[src/arc_pkg.sv]
/*
 * arc_pkg: register map, field positions, reset values and decoded
 * control types for the analog reference control block.
 * Assumes a 32-bit AXI4-Lite register bus; 8-bit registers sit in the
 * low byte of each word.
 */
package arc_pkg;

    // register byte offsets
    localparam logic [3:0] ARC_OFS_FIXED_REF   = 4'h0;
    localparam logic [3:0] ARC_OFS_LADDER_CTL  = 4'h4;
    localparam logic [3:0] ARC_OFS_LADDER_LVL  = 4'h8;
    localparam int         ARC_ADDR_W          = 4;

    // fixed reference control fields
    localparam int ARC_FR_ON_BIT    = 7;
    localparam int ARC_FR_RDY_BIT   = 6;
    localparam int ARC_FR_TS_BIT    = 5;
    localparam int ARC_FR_RNG_BIT   = 4;
    localparam int ARC_FR_CMP_LSB   = 2;
    localparam int ARC_FR_CNV_LSB   = 0;

    // ladder control fields
    localparam int ARC_LC_ON_BIT    = 7;
    localparam int ARC_LC_P1_BIT    = 5;
    localparam int ARC_LC_P2_BIT    = 4;
    localparam int ARC_LC_UP_LSB    = 2;
    localparam int ARC_LC_LO_BIT    = 0;

    // writable masks; other positions are unimplemented, save the read-only fixed reference ready flag
    localparam logic [7:0] ARC_FR_WMASK  = 8'hBF;
    localparam logic [7:0] ARC_LC_WMASK  = 8'hBD;
    localparam logic [7:0] ARC_LL_WMASK  = 8'h1F;
    localparam logic [7:0] ARC_RST_BYTE  = 8'h00;

    // AXI responses
    localparam logic [1:0] ARC_RESP_OKAY   = 2'h0;
    localparam logic [1:0] ARC_RESP_SLVERR = 2'h2;

    typedef enum logic [1:0] {
        ARC_GAIN_OFF,
        ARC_GAIN_1X,
        ARC_GAIN_2X,
        ARC_GAIN_4X
    } arc_gain_e;

    typedef enum logic [1:0] {
        ARC_SRC_SUPPLY,
        ARC_SRC_EXT_PIN,
        ARC_SRC_FIXED_BUF,
        ARC_SRC_RESERVED
    } arc_upper_e;

    // analog control bundle driven into the macros
    typedef struct packed {
        logic       fixed_ref_on;
        logic       temp_sense_on;
        logic       temp_range_high;
        logic [1:0] comparator_ref_gain;
        logic [1:0] converter_ref_gain;
        logic       ladder_on;
        logic       pin_one_drive;
        logic       pin_two_drive;
        logic [1:0] upper_source_sel;
        logic       lower_source_sel;
        logic [4:0] ladder_level;
    } arc_ctl_s;

endpackage

[src/arc_top.sv]
/*
 * arc_top: AXI4-Lite register slave holding the fixed reference,
 * ladder control and ladder level registers, driving analog controls
 * and overriding the two ladder output pins.
 * Assumes one clock; pin inputs arrive asynchronously.
 */
// The register addresses and the AXI4-Lite interface to the registers were chosen for this implementation.
`timescale 1ns/10ps
`default_nettype none

module arc_top
    import arc_pkg::*;
(
    // clock and reset
    input  wire logic                  aclk,
    input  wire logic                  aresetn,
    // write address channel
    input  wire logic [ARC_ADDR_W-1:0] s_axi_awaddr,
    input  wire logic                  s_axi_awvalid,
    output logic                       s_axi_awready,
    // write data channel
    input  wire logic [31:0]           s_axi_wdata,
    input  wire logic [3:0]            s_axi_wstrb,
    input  wire logic                  s_axi_wvalid,
    output logic                       s_axi_wready,
    // write response channel
    output logic [1:0]                 s_axi_bresp,
    output logic                       s_axi_bvalid,
    input  wire logic                  s_axi_bready,
    // read address channel
    input  wire logic [ARC_ADDR_W-1:0] s_axi_araddr,
    input  wire logic                  s_axi_arvalid,
    output logic                       s_axi_arready,
    // read data channel
    output logic [31:0]                s_axi_rdata,
    output logic [1:0]                 s_axi_rresp,
    output logic                       s_axi_rvalid,
    input  wire logic                  s_axi_rready,
    // analog controls
    output var arc_ctl_s               ana_ctl,
    // ladder pins: digital side overrides
    input  wire logic                  pin_one_in,
    input  wire logic                  pin_two_in,
    input  wire logic                  pin_one_port_oe,
    input  wire logic                  pin_two_port_oe,
    input  wire logic                  pin_one_pullup_req,
    input  wire logic                  pin_two_pullup_req,
    output logic                       pin_one_oe,
    output logic                       pin_two_oe,
    output logic                       pin_one_pullup,
    output logic                       pin_two_pullup,
    output logic                       pin_one_in_en,
    output logic                       pin_two_in_en,
    output logic                       pin_one_read,
    output logic                       pin_two_read
);

    // register decode, shared by read and write paths
    function automatic logic [1:0] reg_sel(input logic [ARC_ADDR_W-1:0] a);
        logic [1:0] s;
        s = 2'h3;
        case (a)
            ARC_OFS_FIXED_REF:  s = 2'h0;
            ARC_OFS_LADDER_CTL: s = 2'h1;
            ARC_OFS_LADDER_LVL: s = 2'h2;
            default:            s = 2'h3;
        endcase
        return s;
    endfunction

    logic [7:0]            fr_q;
    logic [7:0]            lc_q;
    logic [7:0]            ll_q;
    logic [ARC_ADDR_W-1:0] awaddr_q;
    logic                  aw_have_q;
    logic [31:0]           wdata_q;
    logic [3:0]            wstrb_q;
    logic                  w_have_q;
    logic                  bvalid_q;
    logic [1:0]            bresp_q;
    logic                  rvalid_q;
    logic [31:0]           rdata_q;
    logic [1:0]            rresp_q;
    logic [1:0]            pin_one_sync_q;
    logic [1:0]            pin_two_sync_q;
    logic                  pin_one_rd_q;
    logic                  pin_two_rd_q;
    logic [5:0]            pin_ovr_q;

    // write path: address and data taken in either order
    wire        aw_take  = s_axi_awvalid && !aw_have_q && !bvalid_q;
    wire        w_take   = s_axi_wvalid && !w_have_q && !bvalid_q;
    wire        wr_fire  = aw_have_q && w_have_q && !bvalid_q;
    wire [1:0]  wr_sel   = reg_sel(awaddr_q);
    wire        wr_lane0 = wr_fire && wstrb_q[0];
    wire [7:0]  wr_byte  = wdata_q[7:0];

    // unimplemented bits masked at write time
    wire [7:0] fr_d = (wr_lane0 && wr_sel == 2'h0) ?
                      (wr_byte & ARC_FR_WMASK) : fr_q;
    wire [7:0] lc_d = (wr_lane0 && wr_sel == 2'h1) ?
                      (wr_byte & ARC_LC_WMASK) : lc_q;
    wire [7:0] ll_d = (wr_lane0 && wr_sel == 2'h2) ?
                      (wr_byte & ARC_LL_WMASK) : ll_q;

    // read path
    wire        ar_take = s_axi_arvalid && !rvalid_q;
    wire [1:0]  rd_sel  = reg_sel(s_axi_araddr);
    wire [7:0]  fr_rd   = fr_q | (8'h01 << ARC_FR_RDY_BIT);
    wire [7:0]  rd_byte = (rd_sel == 2'h0) ? fr_rd :
                          (rd_sel == 2'h1) ? lc_q :
                          (rd_sel == 2'h2) ? ll_q : ARC_RST_BYTE;

    // register-to-macro field mapping
    wire ladder_p1 = lc_q[ARC_LC_P1_BIT];
    wire ladder_p2 = lc_q[ARC_LC_P2_BIT];

    // control registers; only reset clears them, so a wake from
    // sleep (no reset) keeps contents
    always_ff @(posedge aclk)
    begin
        if (!aresetn)
        begin
            fr_q <= ARC_RST_BYTE;
            lc_q <= ARC_RST_BYTE;
            ll_q <= ARC_RST_BYTE;
        end
        else
        begin
            fr_q <= fr_d;
            lc_q <= lc_d;
            ll_q <= ll_d;
        end
    end

    // write channel holding registers
    always_ff @(posedge aclk)
    begin
        if (!aresetn)
        begin
            aw_have_q <= 1'b0;
            w_have_q  <= 1'b0;
            awaddr_q  <= '0;
            wdata_q   <= '0;
            wstrb_q   <= '0;
            bvalid_q  <= 1'b0;
            bresp_q   <= ARC_RESP_OKAY;
        end
        else
        begin
            if (aw_take)
            begin
                aw_have_q <= 1'b1;
                awaddr_q  <= s_axi_awaddr;
            end
            if (w_take)
            begin
                w_have_q <= 1'b1;
                wdata_q  <= s_axi_wdata;
                wstrb_q  <= s_axi_wstrb;
            end
            if (wr_fire)
            begin
                aw_have_q <= 1'b0;
                w_have_q  <= 1'b0;
                bvalid_q  <= 1'b1;
                bresp_q   <= (wr_sel == 2'h3) ? ARC_RESP_SLVERR
                                              : ARC_RESP_OKAY;
            end
            else if (bvalid_q && s_axi_bready)
                bvalid_q <= 1'b0;
        end
    end

    // read channel
    always_ff @(posedge aclk)
    begin
        if (!aresetn)
        begin
            rvalid_q <= 1'b0;
            rdata_q  <= '0;
            rresp_q  <= ARC_RESP_OKAY;
        end
        else if (ar_take)
        begin
            rvalid_q <= 1'b1;
            rdata_q  <= {24'h000000, rd_byte};
            rresp_q  <= (rd_sel == 2'h3) ? ARC_RESP_SLVERR : ARC_RESP_OKAY;
        end
        else if (rvalid_q && s_axi_rready)
            rvalid_q <= 1'b0;
    end

    // pin inputs pass two flops before use
    always_ff @(posedge aclk)
    begin
        if (!aresetn)
        begin
            pin_one_sync_q <= 2'h0;
            pin_two_sync_q <= 2'h0;
        end
        else
        begin
            pin_one_sync_q <= {pin_one_sync_q[0], pin_one_in};
            pin_two_sync_q <= {pin_two_sync_q[0], pin_two_in};
        end
    end

    // override built from the next register value, so the digital
    // driver lets go at the same edge the analog switch closes
    always_ff @(posedge aclk)
    begin
        if (!aresetn)
        begin
            pin_ovr_q    <= 6'h00;
            pin_one_rd_q <= 1'b0;
            pin_two_rd_q <= 1'b0;
        end
        else
        begin
            pin_ovr_q <= {pin_one_port_oe && !lc_d[ARC_LC_P1_BIT],
                          pin_two_port_oe && !lc_d[ARC_LC_P2_BIT],
                          pin_one_pullup_req && !lc_d[ARC_LC_P1_BIT],
                          pin_two_pullup_req && !lc_d[ARC_LC_P2_BIT],
                          !lc_d[ARC_LC_P1_BIT],
                          !lc_d[ARC_LC_P2_BIT]};
            pin_one_rd_q <= pin_one_sync_q[1] && !lc_d[ARC_LC_P1_BIT];
            pin_two_rd_q <= pin_two_sync_q[1] && !lc_d[ARC_LC_P2_BIT];
        end
    end

    // bus outputs
    assign s_axi_awready = aw_take;
    assign s_axi_wready  = w_take;
    assign s_axi_bvalid  = bvalid_q;
    assign s_axi_bresp   = bresp_q;
    assign s_axi_arready = ar_take;
    assign s_axi_rvalid  = rvalid_q;
    assign s_axi_rdata   = rdata_q;
    assign s_axi_rresp   = rresp_q;

    // analog fields straight from register flops
    assign ana_ctl.fixed_ref_on        = fr_q[ARC_FR_ON_BIT];
    assign ana_ctl.temp_sense_on       = fr_q[ARC_FR_TS_BIT];
    assign ana_ctl.temp_range_high     = fr_q[ARC_FR_RNG_BIT];
    assign ana_ctl.comparator_ref_gain =
        fr_q[ARC_FR_CMP_LSB +: 2];
    assign ana_ctl.converter_ref_gain  =
        fr_q[ARC_FR_CNV_LSB +: 2];
    assign ana_ctl.ladder_on           = lc_q[ARC_LC_ON_BIT];
    assign ana_ctl.pin_one_drive       = ladder_p1;
    assign ana_ctl.pin_two_drive       = ladder_p2;
    assign ana_ctl.upper_source_sel    = lc_q[ARC_LC_UP_LSB +: 2];
    assign ana_ctl.lower_source_sel    = lc_q[ARC_LC_LO_BIT];
    assign ana_ctl.ladder_level        = ll_q[4:0];

    // digital pin controls; reads forced low when routed
    assign pin_one_oe     = pin_ovr_q[5];
    assign pin_two_oe     = pin_ovr_q[4];
    assign pin_one_pullup = pin_ovr_q[3];
    assign pin_two_pullup = pin_ovr_q[2];
    assign pin_one_in_en  = pin_ovr_q[1];
    assign pin_two_in_en  = pin_ovr_q[0];
    assign pin_one_read   = pin_one_rd_q;
    assign pin_two_read   = pin_two_rd_q;

    // ready flag reads one however enable is set
    rdy_reads_one_a: assert property (@(posedge aclk) disable iff (!aresetn)
        ar_take && rd_sel == 2'h0 |=> s_axi_rdata[ARC_FR_RDY_BIT])
        else $error("ready flag read back as zero");

    // write to fixed ref register lands on the enable line next edge
    fr_write_a: assert property (@(posedge aclk) disable iff (!aresetn)
        wr_lane0 && wr_sel == 2'h0 |=>
        ana_ctl.fixed_ref_on == $past(wr_byte[ARC_FR_ON_BIT]) &&
        ana_ctl.temp_sense_on == $past(wr_byte[ARC_FR_TS_BIT]) &&
        ana_ctl.comparator_ref_gain == $past(wr_byte[3:2]))
        else $error("fixed reference write not applied");

    // unimplemented ladder bits stay zero
    lc_unimpl_a: assert property (@(posedge aclk) disable iff (!aresetn)
        (lc_q & ~ARC_LC_WMASK) == 8'h00 &&
        (ll_q & ~ARC_LL_WMASK) == 8'h00)
        else $error("unimplemented bit became set");

    // level write reaches ladder taps
    level_write_a: assert property (@(posedge aclk) disable iff (!aresetn)
        wr_lane0 && wr_sel == 2'h2 |=>
        ana_ctl.ladder_level == $past(wr_byte[4:0]))
        else $error("ladder level not updated");

    // reset clears ladder state
    reset_clear_a: assert property (@(posedge aclk)
        !aresetn |=> !ana_ctl.ladder_on && !ana_ctl.pin_one_drive &&
        !ana_ctl.pin_two_drive && ana_ctl.ladder_level == 5'h00)
        else $error("ladder not cleared by reset");

    // routed pin loses digital functions
    pin_override_a: assert property (@(posedge aclk) disable iff (!aresetn)
        ladder_p1 ##1 ladder_p1 |->
        !pin_one_oe && !pin_one_pullup && !pin_one_in_en)
        else $error("pin one not overridden");

    // routed pin reads zero
    pin_read_a: assert property (@(posedge aclk) disable iff (!aresetn)
        $past(ladder_p2) && ladder_p2 |-> !pin_two_read)
        else $error("routed pin read not zero");

    // routed pin two loses digital functions
    pin_two_ovr_a: assert property (@(posedge aclk) disable iff (!aresetn)
        ladder_p2 ##1 ladder_p2 |->
        !pin_two_oe && !pin_two_pullup && !pin_two_in_en)
        else $error("pin two not overridden");

    // routed pin one reads zero
    pin_one_read_a: assert property (@(posedge aclk) disable iff (!aresetn)
        $past(ladder_p1) && ladder_p1 |-> !pin_one_read)
        else $error("routed pin one read not zero");

    // ladder control holds without a write
    lc_hold_a: assert property (@(posedge aclk) disable iff (!aresetn)
        !(wr_lane0 && wr_sel == 2'h1) |=> $stable(lc_q))
        else $error("ladder control changed without write");

endmodule

`default_nettype wire

[config.mk]
export PLATFORM = sky130hd
export DESIGN_NAME = arc_top
export DESIGN_NICKNAME = d
export VERILOG_FILES = /design/src/arc_pkg.sv /design/src/arc_top.sv
export SDC_FILE = /design/constraint.sdc
export NUM_CORES = 1
export LEC_CHECK = 0
export ABC_AREA = 1
export BUFFER_PORTS_ARGS = -buffer_cell sky130_fd_sc_hd__buf_2
export CAP_MARGIN = 20
export CORE_ASPECT_RATIO = 0.8
export CORE_MARGIN = 4
export CORE_UTILIZATION = 47
export CTS_BUF_LIST = sky130_fd_sc_hd__clkbuf_8
export DETAILED_ROUTE_END_ITERATION = 6
export PLACE_DENSITY = 0.83
export SYNTH_ARGS = -nofsm -noshare
export SYNTH_HDL_FRONTEND = slang
export SYNTH_SLANG_ARGS = --single-unit
[constraint.sdc]
create_clock -name aclk -period 1.3 [get_ports aclk]
set_clock_uncertainty 0.15 [all_clocks]
set_input_delay 0.26 -clock aclk [delete_from_list [all_inputs] [get_ports aclk]]
set_output_delay 0.26 -clock aclk [all_outputs]
set_load 0.01 [all_outputs]
# Word level (Yosys, flattened, before mapping)
# Index checks and enable logic that the tools add are counted.
# Widths: inputs -> output; s select.
# totals
elab_cells	74
out_inout_bits	67
regBits	59
in_bits	57
# op_classes
bitwise_logic	1
reduce_logical	32
muxes	12
n_eq_ne	10
# ops
cell	n
$logic_and 1x1->1	19
$mux 8	2
$pmux 2 s3	2
$eq 2x2->1 const B	4
$eq 4x3->1 const B	2
$eq 4x4->1 const B	2
$logic_not 4->1	2
$logic_not 1->1	6
$mux 6	1
$mux 5	1
$eq 2x1->1 const B	2
$logic_not 2->1	2
$mux 1	4
$mux 2	2
$reduce_bool 2->1	2
$reduce_or 2->1	1
$not 1->1	1

# Logic depth before layout (Yosys ltp)
# depth
depth_word	7
depth_mapped	8
ltp_nobuf	7

# Least setup slack after synthesis
# No wires, ideal clock.
# synth_timing
path_kind	flip-flop to flip-flop
startpoint	reg bvalid_q, in the netlist s_axi_bvalid
endpoint	reg fr_q[1]
path_buffers	0
setup_time_ns	0.116
required_ns	1.034
stages_incl_launch_ff	7
t_arrival_ns	0.944
slack_ns	0.091
synth_period_minus_slack_ns	1.209
cell_sequence	dfxtp_1 -> inv_2 -> nand3_4 -> nor2_8 -> nand2_2 -> o21ai_0 -> nor2_1
# synth_via
elab_chain_cells	4
# synth_lines
item	line_no	text
start: declaration	arc_top.sv:79	logic bvalid_q;
start signal: assignment	arc_top.sv:146	bvalid_q <= 1'b0;
start signal: assignment	arc_top.sv:166	bvalid_q <= 1'b1;
start signal: assignment	arc_top.sv:171	bvalid_q <= 1'b0;
$logic_not 1->1	arc_top.sv:93	wire wr_fire = aw_have_q && w_have_q && !bvalid_q;
$logic_and 1x1->1	arc_top.sv:93	
$logic_and 1x1->1	arc_top.sv:95	wire wr_lane0 = wr_fire && wstrb_q[0];
$logic_and 1x1->1	arc_top.sv:99	wire [7:0] fr_d = (wr_lane0 && wr_sel == 2'h0) ?
end signal: assignment	arc_top.sv:130	fr_q <= fr_d;
end: declaration	arc_top.sv:71	logic [7:0] fr_q;
# No other way between the ends.
# A chain may end at the register's enable or synchronous reset.

# Worst setup path in the final report
# layout_timing
startpoint	reg bvalid_q, in the netlist s_axi_bvalid
endpoint	out s_axi_wready
# layout_via
elab_chain_cells	2
# layout_lines
item	line_no	text
$logic_not 1->1	arc_top.sv:92	wire w_take = s_axi_wvalid && !w_have_q && !bvalid_q;
$logic_and 1x1->1	arc_top.sv:92	
end: declaration	arc_top.sv:25	output logic s_axi_wready,
# No other way between the ends.

==> flow_summary.ini <==
[global_routing]
first_global_vias = 1894
grt_first_pass_wirelength_mm = 8.54
grt_remaining_overflow = 0
global_route.usage.total_pct = 17.1
number_of_antenna_violations_at_the_first_check_in_global_routing = 0
largest_net_degree_at_the_start_of_global_routing = 42

[die]
die_h_um = 71.8
die_x_um = 87.7
design.die.area_um2 = 6300
placementRows = 22
design.core.area_um2 = 4760
top_level_ports = 124
initial_util_pct = 50.2

[synth]
synth_fa_ha_area_share_pct = 0
yosys.cell_types.count = 26
yosysTopAreaCellShare_pct = 46.9
yosys_warnings = 0
post_synth_and_or_nand_nor_area_fraction_pct = 25.5
synth_top_cells_by_area = dfxtp_1 47%, nor2_1 10%, buf_4 8.5%
post_synth_xor_area_fraction_pct = 0
synth_top_family_by_area = simple AND/OR/NAND/NOR gates
post_synth.cell_area_avg_um2 = 7.47
synthesis.area_um2 = 2390
synth_compound_area_share_pct = 10.5
synth.largest_area_cell = dfxtp_1
muxShareOfSynthArea_pct = 0
ys_ff_latch = 56
netlist_instances = 320
yosysSeqAreaShare_pct = 46.9

[sta]
worst_slack_setup_final_ns = -0.123
min_period_ns = 1.42
fmax_mhz = 703
rsz0062_at_grt = true
hold_viol = 0
min_period_over_period_pct = 109
setup_viol_count_final = 36
maxSlewViolCount = 0

[hold_path]
hold_end = s_axi_rvalid
min-delay-start = s_axi_rready
whs_path_depth = 4
min_path_type = input pin to flop

[clock_network]
cts_buffer_depth = 2
htree_levels = 2
cts.root.buffer_cell = clkbuf_8
clock_pin_slew_on_the_worst_setup_and_hold_paths_ns = 0.11
clock_sink_count = 56
tritoncts = built
clkLatencyLatePin_ns = 0.32
numCtsBuffers = 5

[setup_path]
cp_cell_sequence = inv_4 > nand3_2 > clkinv_2 > buf_6
worst_endpoint_required_time_ns = 0.89
critical_path_arrival_ns = 1.01
rrSetupSlack_ns = -0.11
critPathCaptureType = output pin
cp_top_family = flip-flops
worst-path-max-fanout = 4
ff2ff_path_depth = 8
rr_endpoint = pin_one_read
worst_r2r_startpoint = s_axi_bvalid
critical_path.slowest_cell = dfxtp_2
critical_path.n_buffers_inverters = 3
worst-setup-path-type = flop to output pin
worst-path-stages = 4
cp_peak_stage_delay_ns = 0.37
startpoint_type = flop

[pwr]
power_per_cell_area_nw_per_um2 = 1100
report.power.total_mw = 3.41
peakVddDrop_uv = 821
leakagePower_nw = 1.62

[cells_and_area]
p_r_area_growth_vs_syn_pct = 29.9
area_occupied_by_multi_input_gates_um2 = 1040
seqCellArea_um2 = 1140
final_area_um2 = 3110
antenna-diode-count = 0
final_layout_net_count = 468
count_of_non_filler_cells_in_the_finished_layout = 472
final_core_utilization_pct = 65.2
fill_cells = 452
drive_above_1_share_pct = 32.8

[route]
drt_first_iter_violations = 84
total_wire_length_mm = 5.34
avgViaCountPerCell = 4.52
detail_route_antenna_nets = 0
route.vias.total = 2135
drc_viols = 0
drt_pre_antenna_iters = 4
wire_per_inst_um = 11.3

[placement]
io_buffers = 69
dp_cells = 451
gp_congestion = 0.838
post-dp-hpwl_mm = 3.99
dpl-instance-area_um2 = 2770

[run_status]
run_status = finished with violations
violated_checks = negative setup slack

[job]
maxCapViolCount = 0
==> registers in the layout (all words and copies together) (netlist names), 2 cells and up <==
name,flops
s_axi_rdata,8
fr_q,7
wdata_q,7
awaddr_q,4
pin_two_sync_q,2
pin_one_sync_q,2
ll_q,5
pin_ovr_q,6
lc_q,6
==> synthesized netlist by cell type, drive strengths merged <==
cell type	n
dfxtp	56
a21oi	15
nor3	1
nor2	71
o21ai	34
buf	30
nand4	5
clkbuf	3
conb	1
nand3	15
a31oi	1
nand2	43
inv	44
clkinv	1
==> metal layers <==
layer | GRT usage, % | up-vias | wire [um]
li1 | - | 1122 | -
met2 | 28.5 | 74 | 2490
met4 | 3.58 | 0 | 46
met3 | 3.91 | 4 | 417
met1 | 22.5 | 935 | 2390
met5 | 0 | - | 0
==> through the flow <==
stage | hold slack (ns) | setup WS [ns] | setup TNS [ns]
final | 0.0349 | -0.123 | -1.93
after global routing | 0.0328 | -0.187 | -4.50
after CTS | 0.0297 | -0.106 | -1.63
after detailed placement | 0.248 | -0.00113 | -0.00199
after global placement | 0.246 | 0.0392 | 0
after floorplan | 0.208 | 0.0905 | 0
==> cells by family (layout without fill, tap and decap cells) <==
logic type / after synthesis / in the layout
compound gates: 50 / 50
buf+inv: 78 / 145
flops: 56 / 56
other cells: 1 / 26
simple gates: 135 / 135
==> repair_timing <==
item                                   4_1_cts  5_1_grt
setup buffers                                6        1
pin swaps                                    6        3
gates resized for setup                     37       17
hold buffers                                 6        0
endpoints found under the hold margin        6        0
setup endpoints to repair                   10       42
==> cell type report <==
type,instances,area share (%)
Multi-Input combinational cell,211,33.4
Timing Repair Buffer,92,18.6
Clock buffer,5,2.22
Clock inverter,3,0.886
Tap cell,60,2.42
Inverter,45,5.88
Sequential cell,56,36.6
==> placed cells by master, fill, tap and decap left out, types with 13 or more instances in the layout <==
master	Yosys	routed
o21ai_0	34	23
a21oi_1	15	14
nor2_1	66	62
inv_1	42	37
dfxtp_1	56	46
conb_1	1	26
nand2_1	38	38
buf_4	27	13
buf_2	1	67
==> worst max-delay path by stage <==
stage	slack [ns]	endpoint	startpoint
6_report	-0.12	s_axi_wready	s_axi_bvalid
5_1_grt	-0.19	lc_q[7]	s_axi_bvalid
4_1_cts	-0.11	s_axi_wready	s_axi_bvalid
3_5_place_dp	-0.001	s_axi_rdata[5]	s_axi_araddr[0]
3_3_place_gp	0.04	pin_one_read	awaddr_q[3]
2_1_floorplan	0.09	fr_q[1]	s_axi_bvalid
==> tightest hold or removal path, cell delays in order <==
cell and delay, ns:
buf_2 0.07, inv_1 0.03, nand2_1 0.05, a21oi_1 0.06
==> power by group <==
| group | internal, mW | switching, mW |
|---|---|---|
| Sequential | 1.81 | 0.0590 |
| Combinational | 0.235 | 0.311 |
| Clock | 0.397 | 0.605 |
| Total | 2.44 | 0.974 |
(Power assumes the default switching activity.)
